$ cat src/fpl_pkg.sv
`default_nettype none
package fpl_pkg;
  // Register byte offsets
  localparam logic [7:0] FPL_CTRL_OFF = 8'h00;
  localparam logic [7:0] FPL_STAT_OFF = 8'h04;
  localparam logic [7:0] FPL_DISP_OFF = 8'h08;
  localparam logic [7:0] FPL_FIFO_OFF = 8'h0C;
  // Control field positions
  localparam int FPL_CTRL_LOAD_BIT = 0;
  localparam int FPL_CTRL_SCAN_DIS_BIT = 1;
  // Reset values
  localparam logic [1:0] FPL_CTRL_RST = 2'h0;
  localparam logic [7:0] FPL_BYTE_RST = 8'h00;
  // Start address when the button is held entering run
  localparam logic [15:0] FPL_ALT_START = 16'h8000;
  localparam logic [15:0] FPL_ZERO_START = 16'h0000;
  // Byte buffer shape
  localparam int FPL_FIFO_W = 8;
  localparam int FPL_FIFO_D = 16;
  // Scan divider terminal count; the 10-bit counter gives one interrupt per 1024 cycles
  localparam logic [9:0] FPL_SCAN_DIV = 10'h3FF;

  // Processor bus levels kept as one group, each bit filtered on its own
  typedef struct packed {
    logic dma_cycle;
    logic read_n;
    logic write_n;
    logic timing_pulse_b;
  } fpl_bus_s;

  // Request FSM
  typedef enum logic [1:0] {
    FPL_IDLE = 2'b00,
    FPL_PRESSED = 2'b01,
    FPL_REQ = 2'b10,
    FPL_WAIT_RB = 2'b11
  } fpl_req_e;
endpackage : fpl_pkg
`default_nettype wire

$ cat src/fpl_fifo.sv
`default_nettype none
module fpl_fifo
  import fpl_pkg::*;
#(
  parameter int WIDTH = FPL_FIFO_W,
  parameter int DEPTH = FPL_FIFO_D
) (
  // Clock and reset
  input wire logic i_sys_clk,
  input wire logic i_reset,
  // Fill side
  input wire logic i_in_valid,
  input wire logic [WIDTH-1:0] i_in_data,
  output logic o_in_ready,
  // Drain side
  output logic o_out_valid,
  output logic [WIDTH-1:0] o_out_data,
  input wire logic i_out_ready
);
  localparam int AW = $clog2(DEPTH);
  // Storage words
  logic [WIDTH-1:0] mem_reg [DEPTH];
  logic [AW-1:0] wr_ptr_reg;
  logic [AW-1:0] rd_ptr_reg;
  logic [AW:0] count_reg;
  logic push;
  logic pop;

  // Full compare at the wider count width; DEPTH does not fit AW bits
  assign o_in_ready = (count_reg != (AW+1)'(DEPTH));
  assign o_out_valid = (count_reg != '0);
  assign o_out_data = mem_reg[rd_ptr_reg];
  assign push = i_in_valid && o_in_ready;
  assign pop = o_out_valid && i_out_ready;

  // Word store, no reset needed on data
  always_ff @(posedge i_sys_clk) begin
    if (push) begin
      mem_reg[wr_ptr_reg] <= i_in_data;
    end
  end

  // Pointers and fill level
  always_ff @(posedge i_sys_clk) begin
    if (i_reset) begin
      wr_ptr_reg <= '0;
      rd_ptr_reg <= '0;
      count_reg <= '0;
    end else begin
      if (push) begin
        wr_ptr_reg <= wr_ptr_reg + AW'(1);
      end
      if (pop) begin
        rd_ptr_reg <= rd_ptr_reg + AW'(1);
      end
      // Simultaneous push and pop keeps level
      count_reg <= count_reg + (AW+1)'(push) - (AW+1)'(pop);
    end
  end
endmodule : fpl_fifo
`default_nettype wire

$ cat src/fpl_top.sv
// Function
// Press drives flag low, holds request clear
// Release raises flag, sets DMA-in request
// Processor runs DMA write cycle in answer
// Switch buffer drives bus during load writes
// State code bit one resets request
// Read-back low arms latch at pulse B
// Processor clock runs only with run high
// All-ones bus makes processor step reads
// Forced no-op runs from every address
// Display shows output port four value
// Button held entering run starts 8000h
// Option disables display scan interrupts
// Processor finishes instruction, uses register zero
// One request per press and release
//
// Register access over Wishbone and the register offsets were chosen for this implementation.
`default_nettype none
module fpl_top
  import fpl_pkg::*;
(
  // Clock and reset
  input wire logic i_sys_clk,
  input wire logic i_reset,
  // Wishbone slave
  input wire logic i_wb_cyc,
  input wire logic i_wb_stb,
  input wire logic i_wb_we,
  input wire logic [7:0] i_wb_adr,
  input wire logic [3:0] i_wb_sel,
  input wire logic [31:0] i_wb_dat,
  output logic [31:0] o_wb_dat,
  output logic o_wb_ack,
  // Panel pins
  input wire logic i_load_button_n,
  input wire logic [7:0] i_data_switches,
  input wire logic i_run,
  // Processor bus pins
  input wire logic i_state_code_bit1,
  input wire logic i_timing_pulse_b,
  input wire logic i_mem_read_strobe_n,
  input wire logic i_mem_write_strobe_n,
  input wire logic [7:0] i_data_bus_lines,
  input wire logic [7:0] i_output_port_four,
  output logic [7:0] o_data_bus_lines,
  output logic o_data_bus_lines_oe,
  output logic o_panel_button_flag,
  output logic o_dma_in_n,
  output logic o_start_8000,
  output logic [7:0] o_display_latch,
  output logic [7:0] o_hex_display,
  output logic o_scan_irq
);
  // Three-stage synchronisers for pins
  logic [2:0] btn_sync_reg;
  logic [2:0] sc1_sync_reg;
  logic [2:0] tpb_sync_reg;
  logic [2:0] rd_sync_reg;
  logic [2:0] wr_sync_reg;
  logic [2:0] run_sync_reg;
  // Byte-wide pins, three stages each
  logic [7:0] sw_sync_reg [3];
  logic [7:0] dbus_sync_reg [3];
  logic [7:0] port4_sync_reg [3];
  // Settled bytes, taken when stages two and three agree
  logic [7:0] sw_reg;
  logic [7:0] dbus_reg;
  logic [7:0] port4_reg;
  // Filtered levels, update when stages two and three agree
  logic btn_n_reg;
  fpl_bus_s bus_reg;
  fpl_bus_s bus_prev_reg;
  logic run_reg;
  logic run_prev_reg;
  // Request state
  fpl_req_e req_state_reg;
  // Display arming and latch
  logic disp_armed_reg;
  logic [7:0] disp_byte_reg;
  // Control register
  logic [1:0] ctrl_reg;
  // Scan divider
  logic [9:0] scan_cnt_reg;
  // Captured bytes buffer
  logic fifo_in_ready;
  logic fifo_out_valid;
  logic [7:0] fifo_out_data;
  logic fifo_pop;
  logic cap_valid_reg;
  logic [7:0] cap_byte_reg;
  // Wishbone decode
  logic wb_req;
  logic [31:0] rd_word;

  // Pin synchronisers
  always_ff @(posedge i_sys_clk) begin
    if (i_reset) begin
      btn_sync_reg <= 3'h7;
      sc1_sync_reg <= 3'h0;
      tpb_sync_reg <= 3'h0;
      rd_sync_reg <= 3'h7;
      wr_sync_reg <= 3'h7;
      run_sync_reg <= 3'h0;
    end else begin
      btn_sync_reg <= {btn_sync_reg[1:0], i_load_button_n};
      sc1_sync_reg <= {sc1_sync_reg[1:0], i_state_code_bit1};
      tpb_sync_reg <= {tpb_sync_reg[1:0], i_timing_pulse_b};
      rd_sync_reg <= {rd_sync_reg[1:0], i_mem_read_strobe_n};
      wr_sync_reg <= {wr_sync_reg[1:0], i_mem_write_strobe_n};
      run_sync_reg <= {run_sync_reg[1:0], i_run};
    end
  end

  // Byte synchronisers; a word is taken only when the last two
  // stages agree, so bits that change with some skew never land
  // as a half-old, half-new byte
  always_ff @(posedge i_sys_clk) begin
    if (i_reset) begin
      sw_sync_reg <= '{default: FPL_BYTE_RST};
      dbus_sync_reg <= '{default: FPL_BYTE_RST};
      port4_sync_reg <= '{default: FPL_BYTE_RST};
      sw_reg <= FPL_BYTE_RST;
      dbus_reg <= FPL_BYTE_RST;
      port4_reg <= FPL_BYTE_RST;
    end else begin
      sw_sync_reg <= '{i_data_switches, sw_sync_reg[0], sw_sync_reg[1]};
      dbus_sync_reg <= '{i_data_bus_lines, dbus_sync_reg[0],
                         dbus_sync_reg[1]};
      port4_sync_reg <= '{i_output_port_four, port4_sync_reg[0],
                          port4_sync_reg[1]};
      if (sw_sync_reg[2] == sw_sync_reg[1]) begin
        sw_reg <= sw_sync_reg[2];
      end
      if (dbus_sync_reg[2] == dbus_sync_reg[1]) begin
        dbus_reg <= dbus_sync_reg[2];
      end
      if (port4_sync_reg[2] == port4_sync_reg[1]) begin
        port4_reg <= port4_sync_reg[2];
      end
    end
  end

  // Filtered levels follow once two stages agree
  always_ff @(posedge i_sys_clk) begin
    if (i_reset) begin
      btn_n_reg <= 1'b1;
      bus_reg <= '{dma_cycle: 1'b0, read_n: 1'b1, write_n: 1'b1,
                   timing_pulse_b: 1'b0};
      bus_prev_reg <= '{dma_cycle: 1'b0, read_n: 1'b1, write_n: 1'b1,
                        timing_pulse_b: 1'b0};
      run_reg <= 1'b0;
      run_prev_reg <= 1'b0;
    end else begin
      if (btn_sync_reg[2] == btn_sync_reg[1]) begin
        btn_n_reg <= btn_sync_reg[2];
      end
      if (sc1_sync_reg[2] == sc1_sync_reg[1]) begin
        bus_reg.dma_cycle <= sc1_sync_reg[2];
      end
      if (rd_sync_reg[2] == rd_sync_reg[1]) begin
        bus_reg.read_n <= rd_sync_reg[2];
      end
      if (wr_sync_reg[2] == wr_sync_reg[1]) begin
        bus_reg.write_n <= wr_sync_reg[2];
      end
      if (tpb_sync_reg[2] == tpb_sync_reg[1]) begin
        bus_reg.timing_pulse_b <= tpb_sync_reg[2];
      end
      if (run_sync_reg[2] == run_sync_reg[1]) begin
        run_reg <= run_sync_reg[2];
      end
      bus_prev_reg <= bus_reg;
      run_prev_reg <= run_reg;
    end
  end

  // Button flag mirrors the debounced button
  always_ff @(posedge i_sys_clk) begin
    if (i_reset) begin
      o_panel_button_flag <= 1'b1;
    end else begin
      // Flag low while pressed
      o_panel_button_flag <= btn_n_reg;
    end
  end

  // Request sequencer, one request per press
  always_ff @(posedge i_sys_clk) begin
    if (i_reset) begin
      req_state_reg <= FPL_IDLE;
      o_dma_in_n <= 1'b1;
    end else begin
      unique case (req_state_reg)
        FPL_IDLE: begin
          // Press holds request cleared
          if (!btn_n_reg) begin
            req_state_reg <= FPL_PRESSED;
          end
          o_dma_in_n <= 1'b1;
        end
        FPL_PRESSED: begin
          // Release sets request
          if (btn_n_reg) begin
            req_state_reg <= FPL_REQ;
            o_dma_in_n <= 1'b0;
          end
        end
        FPL_REQ: begin
          // DMA state code clears request
          if (bus_reg.dma_cycle) begin
            req_state_reg <= FPL_WAIT_RB;
            o_dma_in_n <= 1'b1;
          end else if (!btn_n_reg) begin
            // Repress clears a pending request
            req_state_reg <= FPL_PRESSED;
            o_dma_in_n <= 1'b1;
          end
        end
        FPL_WAIT_RB: begin
          // No rearm until state code drops
          if (!bus_reg.dma_cycle) begin
            req_state_reg <= FPL_IDLE;
          end
        end
      endcase
    end
  end

  // Switch buffer drive, in load mode whenever the read strobe is high
  always_ff @(posedge i_sys_clk) begin
    if (i_reset) begin
      o_data_bus_lines <= FPL_BYTE_RST;
      o_data_bus_lines_oe <= 1'b0;
    end else begin
      // Read high and load mode enables buffer
      o_data_bus_lines <= sw_reg;
      o_data_bus_lines_oe <= bus_reg.read_n &&
                             ctrl_reg[FPL_CTRL_LOAD_BIT];
    end
  end

  // Display latch armed by read, taken at pulse B rise
  always_ff @(posedge i_sys_clk) begin
    if (i_reset) begin
      disp_armed_reg <= 1'b0;
      disp_byte_reg <= FPL_BYTE_RST;
    end else begin
      // Read low arms the latch
      disp_armed_reg <= !bus_reg.read_n;
      if (disp_armed_reg && bus_reg.timing_pulse_b && !bus_prev_reg.timing_pulse_b) begin
        // Latch read-back byte on pulse B
        disp_byte_reg <= dbus_reg;
      end
    end
  end

  // Capture each byte stored in load mode into the buffer
  always_ff @(posedge i_sys_clk) begin
    if (i_reset) begin
      cap_valid_reg <= 1'b0;
      cap_byte_reg <= FPL_BYTE_RST;
    end else begin
      // Write strobe rising ends a DMA store
      if (bus_reg.write_n && !bus_prev_reg.write_n &&
          bus_prev_reg.dma_cycle && o_data_bus_lines_oe) begin
        cap_valid_reg <= 1'b1;
        cap_byte_reg <= o_data_bus_lines;
      end else if (fifo_in_ready) begin
        // A full buffer stalls; byte is dropped by next capture only
        cap_valid_reg <= 1'b0;
      end
    end
  end

  fpl_fifo #(
    .WIDTH(FPL_FIFO_W),
    .DEPTH(FPL_FIFO_D)
  ) u_fifo (
    .i_sys_clk(i_sys_clk),
    .i_reset(i_reset),
    .i_in_valid(cap_valid_reg),
    .i_in_data(cap_byte_reg),
    .o_in_ready(fifo_in_ready),
    .o_out_valid(fifo_out_valid),
    .o_out_data(fifo_out_data),
    .i_out_ready(fifo_pop)
  );

  // Panel outputs and start address strap
  always_ff @(posedge i_sys_clk) begin
    if (i_reset) begin
      o_display_latch <= FPL_BYTE_RST;
      o_hex_display <= FPL_BYTE_RST;
      o_start_8000 <= 1'b0;
    end else begin
      o_display_latch <= disp_byte_reg;
      // Hex display follows port four
      o_hex_display <= port4_reg;
      // Button held at clear to run
      if (run_reg && !run_prev_reg) begin
        o_start_8000 <= (btn_n_reg == 1'b0);
      end
    end
  end

  // Scan divider; interrupt blocked by option bit
  always_ff @(posedge i_sys_clk) begin
    if (i_reset) begin
      scan_cnt_reg <= '0;
      o_scan_irq <= 1'b0;
    end else begin
      scan_cnt_reg <= scan_cnt_reg + 10'h001;
      // Option masks scan interrupts
      o_scan_irq <= (scan_cnt_reg == FPL_SCAN_DIV) &&
                    !ctrl_reg[FPL_CTRL_SCAN_DIS_BIT];
    end
  end

  // Wishbone classic: ack one cycle after request
  assign wb_req = i_wb_cyc && i_wb_stb && !o_wb_ack;
  assign fifo_pop = wb_req && !i_wb_we && (i_wb_adr == FPL_FIFO_OFF);

  // Read mux; unmapped reads zero
  always_comb begin
    rd_word = 32'h00000000;
    unique case (i_wb_adr)
      FPL_CTRL_OFF: rd_word = {30'h00000000, ctrl_reg};
      FPL_STAT_OFF: rd_word = {24'h000000, o_start_8000, fifo_out_valid,
                               !fifo_in_ready, o_dma_in_n,
                               o_panel_button_flag, req_state_reg,
                               disp_armed_reg};
      FPL_DISP_OFF: rd_word = {24'h000000, disp_byte_reg};
      FPL_FIFO_OFF: rd_word = {23'h000000, fifo_out_valid, fifo_out_data};
      default: rd_word = 32'h00000000;
    endcase
  end

  // Bus answer
  always_ff @(posedge i_sys_clk) begin
    if (i_reset) begin
      o_wb_ack <= 1'b0;
      o_wb_dat <= 32'h00000000;
    end else begin
      o_wb_ack <= wb_req;
      o_wb_dat <= wb_req ? rd_word : 32'h00000000;
    end
  end

  // Control register write, low byte lane
  always_ff @(posedge i_sys_clk) begin
    if (i_reset) begin
      ctrl_reg <= FPL_CTRL_RST;
    end else if (wb_req && i_wb_we && i_wb_sel[0] &&
                 i_wb_adr == FPL_CTRL_OFF) begin
      ctrl_reg <= i_wb_dat[1:0];
    end
  end
endmodule : fpl_top
`default_nettype wire

$ cat config.mk
export PLATFORM = sky130hd
export DESIGN_NAME = fpl_top
export DESIGN_NICKNAME = d
export VERILOG_FILES = /design/src/fpl_pkg.sv /design/src/fpl_fifo.sv /design/src/fpl_top.sv
export SDC_FILE = /design/constraint.sdc
export NUM_CORES = 1
export LEC_CHECK = 0
export ABC_CLOCK_PERIOD_IN_PS = 3040
export BUFFER_PORTS_ARGS = -buffer_cell sky130_fd_sc_hd__buf_2
export CORE_MARGIN = 2
export CORE_UTILIZATION = 58
export CTS_CLUSTER_SIZE = 30
export DETAILED_ROUTE_END_ITERATION = 8
export PLACE_DENSITY = 0.79
export SETUP_SLACK_MARGIN = 0.02
export SYNTH_ARGS = -nofsm -noshare
export SYNTH_HDL_FRONTEND = slang
export SYNTH_HIERARCHICAL = 1
export SYNTH_SLANG_ARGS = --single-unit
$ cat constraint.sdc
create_clock -name i_sys_clk -period 3.04 [get_ports i_sys_clk]
set_input_delay 0.152 -clock i_sys_clk [delete_from_list [all_inputs] [get_ports i_sys_clk]]
set_output_delay 0.152 -clock i_sys_clk [all_outputs]
set_load 0.02 [all_outputs]
# After elaboration in Yosys (flattened, before gate mapping)
# Memories as Yosys holds them, arrays and structs flattened. A register that Yosys moved wholly into a read port is not among the register bits.
# Index checks and enable logic that the tools add are counted.
dict set report totals {
  register_bits 231
  mem_bits_rw 128
  in_bits 79
  output_inout_bits 62
  memories 1
}
dict set report classes {
  addsub 5
  n_eq_ne 20
  muxes 16
  bitwise_logic 2
  n_reduce_logical 33
}
# name words word_bits rd rd_ports_with_merged_regs wr line_no
set mem_list {}
lappend mem_list {u_fifo.mem_reg 16 8 1 1 1 fpl_fifo.sv:22} ;# logic [WIDTH-1:0] mem_reg [DEPTH];
# cell n
set ops {}
lappend ops {{9-bit case mux with 4 select lines} 1}
lappend ops {{8-bit equality test} 3}
lappend ops {{1-bit logical AND} 17}
lappend ops {{8-bit by 4-bit equality test with 1-bit output (second input constant)} 2}
lappend ops {{10-bit by 1-bit adder with 10-bit output (second input constant)} 1}
lappend ops {{10-bit equality test (second input constant)} 1}
lappend ops {{4-bit by 1-bit adder with 4-bit output (second input constant)} 2}
lappend ops {{8-bit by 3-bit equality test with 1-bit output (second input constant)} 1}
lappend ops {{1-bit logical NOT} 8}
lappend ops {{8-bit logical NOT} 1}
lappend ops {{2-bit two-way mux} 4}
lappend ops {{4-bit two-way mux} 2}
lappend ops {{2-bit case mux with 4 select lines} 1}
lappend ops {{1-bit two-way mux} 7}
lappend ops {{1-bit equality test} 6}
lappend ops {{5-bit by 1-bit adder with 5-bit output} 1}
lappend ops {{5-bit inequality test (second input constant)} 1}
lappend ops {{5-bit nonzero test} 1}
lappend ops {{5-bit by 1-bit subtractor with 5-bit output} 1}
lappend ops {{2-bit equality test (second input constant)} 2}
lappend ops {{2-bit inequality test (second input constant)} 2}
lappend ops {{3-bit inequality test (second input constant)} 1}
lappend ops {{1-bit case mux with 3 select lines} 1}
lappend ops {{3-bit AND reduction} 1}
lappend ops {{other kinds (7)} 8}

# Longest topological paths before layout
dict set report depth {
  ltp_word 7
  mapped_depth 15
}

# By module
# Netlist, hierarchy kept.
# mod instances cells_per_inst area_per_inst_um2 seq_area_each_um2
set by_module_without_submodules {}
lappend by_module_without_submodules {fpl_top 1 623 6676.4 3903.7}
lappend by_module_without_submodules {fpl_fifo 1 308 5810.6 4184.0}

# Least setup slack after synthesis
# No wires, ideal clock.
dict set report synth_path {
  kind {register to register}
  from {register u_fifo.count_reg[3]}
  to {register u_fifo.count_reg[4]}
  t_arrival_ns 2.486
  path_slack_ns 0.437
  path_stages_with_launch 16
  cell_sequence {dfxtp_1 inv_1 ha_1 or4b_1 clkbuf_2 nand2_1 inv_1 ha_1 inv_1 ha_1 inv_1 fa_1 nor2b_1 o21bai_1 a21oi_1 nor3b_1}
}
dict set report synth_via {
  elab_cells_between_ends 6
  cone_classes {2 x add/sub; 1 x eq/ne; 3 x reduce/logical}
}
# item line_no
set synth_rtl {}
lappend synth_rtl {{start, declared} fpl_fifo.sv:25} ;# logic [AW:0] count_reg;
lappend synth_rtl {{start signal, assigned} fpl_fifo.sv:57} ;# count_reg <= count_reg + (AW+1)'(push) - (AW+1)'(pop);
lappend synth_rtl {{5-bit nonzero test} fpl_fifo.sv:31} ;# assign o_out_valid = (count_reg != '0);
lappend synth_rtl {{via fifo_out_valid} fpl_top.sv:86} ;# logic fifo_out_valid;
lappend synth_rtl {{1-bit logical AND} fpl_fifo.sv:34} ;# assign pop = o_out_valid && i_out_ready;
lappend synth_rtl {{5-bit by 1-bit subtractor with 5-bit output} fpl_fifo.sv:57}
# The timed path passes the listed nets, and every way through them passes these cells.
# A chain may end at the register's enable or synchronous reset.

# Worst setup path after layout
dict set report layout_path {
  from {register u_fifo.count_reg[2]}
  to {register u_fifo.count_reg[4]}
}
# Same word-level chain as after synthesis.

==> results.md <==
* Worst min path class: input port to flip-flop
* Core area at 21,100 µm²
* DR iter-0 viols at about 380
* GRT Total Usage at 21.1%
* GRT met2 Usage at between 30 and 40%
* Mapped cell area at 12,500 µm²
* Predominant post-synthesis flop cell: dfxtp_1
* IO Pins at approximately 140
* Seq pwr share at between 50% and 60%
* Mapped Cells at about 930
* Total Die Area at between 20,000 and 25,000 µm²
* EDFF count, synth at roughly 130
* Ant diodes at 0
* Total gr overflow at 0
* Clk root buf: clkbuf_16
* Total wire length at around 23,000 µm
* Clk_skew at ~0.018 ns
* First-pass DRT Iterations at 4
* Count of different cell masters after synthesis at between 50 and 60
* WL per Instance at between 15 and 20 µm
* CP Capture Type: flip-flop
* Multiplexer share of the synthesized area at approximately 8.5%
* Compound-Gate Fraction of Synth Area at slightly above 5%
* First-pass GRT wire length at 36,700 µm
* Critical path's slowest cell: or4b_4
* Largest net degree at the start of global routing at 68
* Worst Tran Pin Value at slightly above 0.8 ns
* Crit start category: flip-flop
* Final net count at approximately 1,100
* Largest family of logic cells by synthesized area: simple AND/OR/NAND/NOR gates
* Tcrit/Tclk final at around nine tenths
* Final Non-Filler Cells at approximately 1,400
* Row Count at 53
* Sw Pwr at 1.84 mW
* Pwr dens at roughly 620 nW/µm²
* Gr busiest metal: met2
* Vias per cell at between 5 and 6
* DR DRC count at 0
* #FFs+latches synth at 340
* Clk_lat worst skew at around 0.51 ns
* Net Sw Frac at between 20% and 30%
* Shortest period the worst path allows at between 2 and 3 ns
* Post-Synth Simple-Gate Area at 13.3%
* Clock Sinks at 340
* Routed vias at between 7,000 and 8,000
* Crit-path max cell delay at between 0.5 and 0.6 ns
* Num CTS Buffers at 34
* Initial antenna violation count at 0
* Rel. slew slack at 44.8%
* Met1 Use GR at around 28%
* Syn_area_per_cell at around 13 µm²
* Max Cap Viol at 0
* Status: complete, no violations
* Vert. Die Dim at approximately 150 µm
* Clk buf depth at 3
* Adder-cell area share of the yosys netlist at under 10%
* Critical-path maximum fanout at 6
* H-tree level count at 2
* Asr flop ratio synth at 0%
* Clock power share at roughly 44%
* ANT nets after route at 0
* Critical path class: flip-flop to flip-flop
* Final hold vios at 0
* Starting Density at slightly below 60%
* Filler cells at ~1,500
* CP bufs+invs at 4
* Layout cells sized above 1 at between 10% and 20%
* Internal at 7.23 mW
* Crit-path cells: inv_1 -> ha_1 -> or4b_4 -> nand2_1 -> inv_1 -> ha_1 -> inv_1 -> ha_1 -> inv_1 -> fa_1 -> nor2b_1 -> o21bai_1 -> a21oi_1 -> nor3b_1
* Max VDD drop at between 0.5 and 0.6 mV
* Top cell by count, worst path: inv_1
* Die X at roughly 150 µm
* Vias in the first global route at 7,175
* Setup Viol. Count Final at 0
* RSZ-0062 raised after global routing: false
* Leakage power at 5.46 nW
* DP Cell Count at 1,262
* Placer Congestion at about 0.8
* Area share of xor/xnor cells in the synthesized design at between 2 and 3%
* Worst Path Arrival at 3.15 ns
* Fmax at around 360 MHz
* PortBufs at 84
* Setup TNS Final at 0 ns
* TritonCTS clock tree: done
* Met3 GRT Util at 3.76%
* Hpwl dp at approximately 15,000 µm
* Post-synthesis sequential area ratio at between 60% and 70%
* Combinational share of power at 3.2%
* Syn. warnings at 6
* Area grow syn2layout at 16.3%
* Reg clk slew, reported paths at ~0.060 ns
* Max reg flops at ~130
* Largest delay share family, worst path: adder cells
* Worst path required time at about 3.4 ns
* Final Slew Violations at 0
==> worst paths after layout <==
path,endpoint,slack [ns],depth (start not counted),start
setup / recovery,u_fifo/count_reg[4],0.27,14,u_fifo/count_reg[2]
hold / removal,port4_sync_reg[21],0.02,2,i_reset
setup reg to reg,u_fifo/count_reg[4],0.27,14,u_fifo/count_reg[2]
hold reg to reg,btn_sync_reg[1],0.41,1,btn_sync_reg[0]
==> cells in the mapped netlist, drive strengths merged, types with 2 or more instances <==
cell / n / area [µm²]
or3: 2 / 12.5
o21bai: 5 / 37.5
edfxtp: 128 / 3840
clkdlybuf4s25: 3 / 30.0
xor2: 7 / 61.3
a21o: 3 / 22.5
xnor2: 30 / 263
nand2: 33 / 124
mux2: 6 / 67.6
nor3: 3 / 15.0
buf: 46 / 310
and2: 9 / 56.3
and3b: 2 / 17.5
clkbuf: 19 / 72.6
nor3b: 3 / 22.5
inv: 33 / 124
a22oi: 22 / 165
nor2: 46 / 180
or2: 12 / 75.1
ha: 12 / 150
nand3b: 2 / 15.0
a21oi: 24 / 120
nand3: 12 / 65.1
dfxtp: 212 / 4240
nor4: 6 / 52.6
nand2b: 17 / 106
o21ai: 23 / 115
mux4: 34 / 818
nand4: 12 / 87.6
nor2b: 119 / 749
o41ai: 16 / 170
mux2i: 18 / 180
==> kinds of logic (layout without fill, tap and decap cells) <==
family                     after synthesis  count (layout)
adders and majority gates               13              13
muxes                                   58              58
DFF                                    340             340
other                                    1              23
and+or+nand+nor                        287             287
AOI/OAI and AO/OA                       94              94
buffers and inverters                  101             230
xor gates and xnor gates                37              37
==> layout by cell type (no fill, tap or decap), types with 3 or more instances in the layout <==
cell type,n
nor3_1,3
nand2b_1,17
and2_1,9
a21o_1,3
mux4_1,14
inv_1,33
ha_1,12
a21oi_1,24
clkbuf_8,4
mux4_2,20
a22oi_1,22
mux2_2,6
clkinv_1,5
xnor2_1,30
clkbuf_16,38
nand3_1,11
nor2_1,45
nor3b_1,3
o21ai_0,7
nand4_1,10
nor2b_1,117
clkbuf_1,5
clkinv_2,8
o21bai_1,5
nand2_1,33
nor4_1,5
dfxtp_1,211
or2_2,11
mux2i_1,18
o41ai_1,12
conb_1,23
buf_2,83
edfxtp_1,128
xor2_1,7
o41ai_2,4
dlygate4sd3_1,34
buf_4,16
o21ai_1,16
==> final cells by class <==
cell class                 count  area [µm²]  area share, %
timing repair buffer         136         927           6.38
tap                          275         344           2.37
clock inverter                14        67.6          0.465
clock buffer                  47        1020           7.05
multi-input combinational    512        3950           27.2
sequential                   340        8090           55.7
inverter                      33         124          0.853
==> power groups by stage <==
stage | sequential [mW] | clock [mW] | combinational (mW)
after floorplan | 4.87 | 0 | 0.218
after global routing | 4.78 | 4.27 | 0.322
after detailed placement | 4.88 | 0 | 0.258
after global placement | 4.87 | 0 | 0.253
final | 4.78 | 4.01 | 0.292
after CTS | 4.78 | 4.07 | 0.292
==> per-stage QoR <==
| stage | util [%] | area [µm²] | hold slack (ns) | worst slack (ns) | power, mW |
|---|---|---|---|---|---|
| after global routing | 68.9 | 14500 | 0.0337 | 0.0682 | 9.37 |
| after floorplan | - | 12600 | 0.221 | 0.437 | 5.09 |
| after detailed placement | 62.1 | 13100 | 0.338 | 0.197 | 5.13 |
| after global placement | 62.1 | 13100 | 0.339 | 0.271 | 5.13 |
| final | 68.9 | 14500 | 0.0242 | 0.267 | 9.08 |
| after CTS | 68.9 | 14500 | 0.00511 | 0.185 | 9.14 |
==> per-layer routing <==
layer	routed length [µm]	share of wire [%]	vias up
met5	0	0	-
met4	714	3.1	0
met3	1370	5.9	51
met2	11300	48	196
met1	9940	43	3474
li1	-	-	3485
==> timing repair <==
item                       CTS  global route
buffers inserted             0             0
resized for setup            0             1
hold endpoints to repair    33             0
setup endpoints to repair    0             1
hold buffers                34             0
Power figures use the tool's default switching activity.
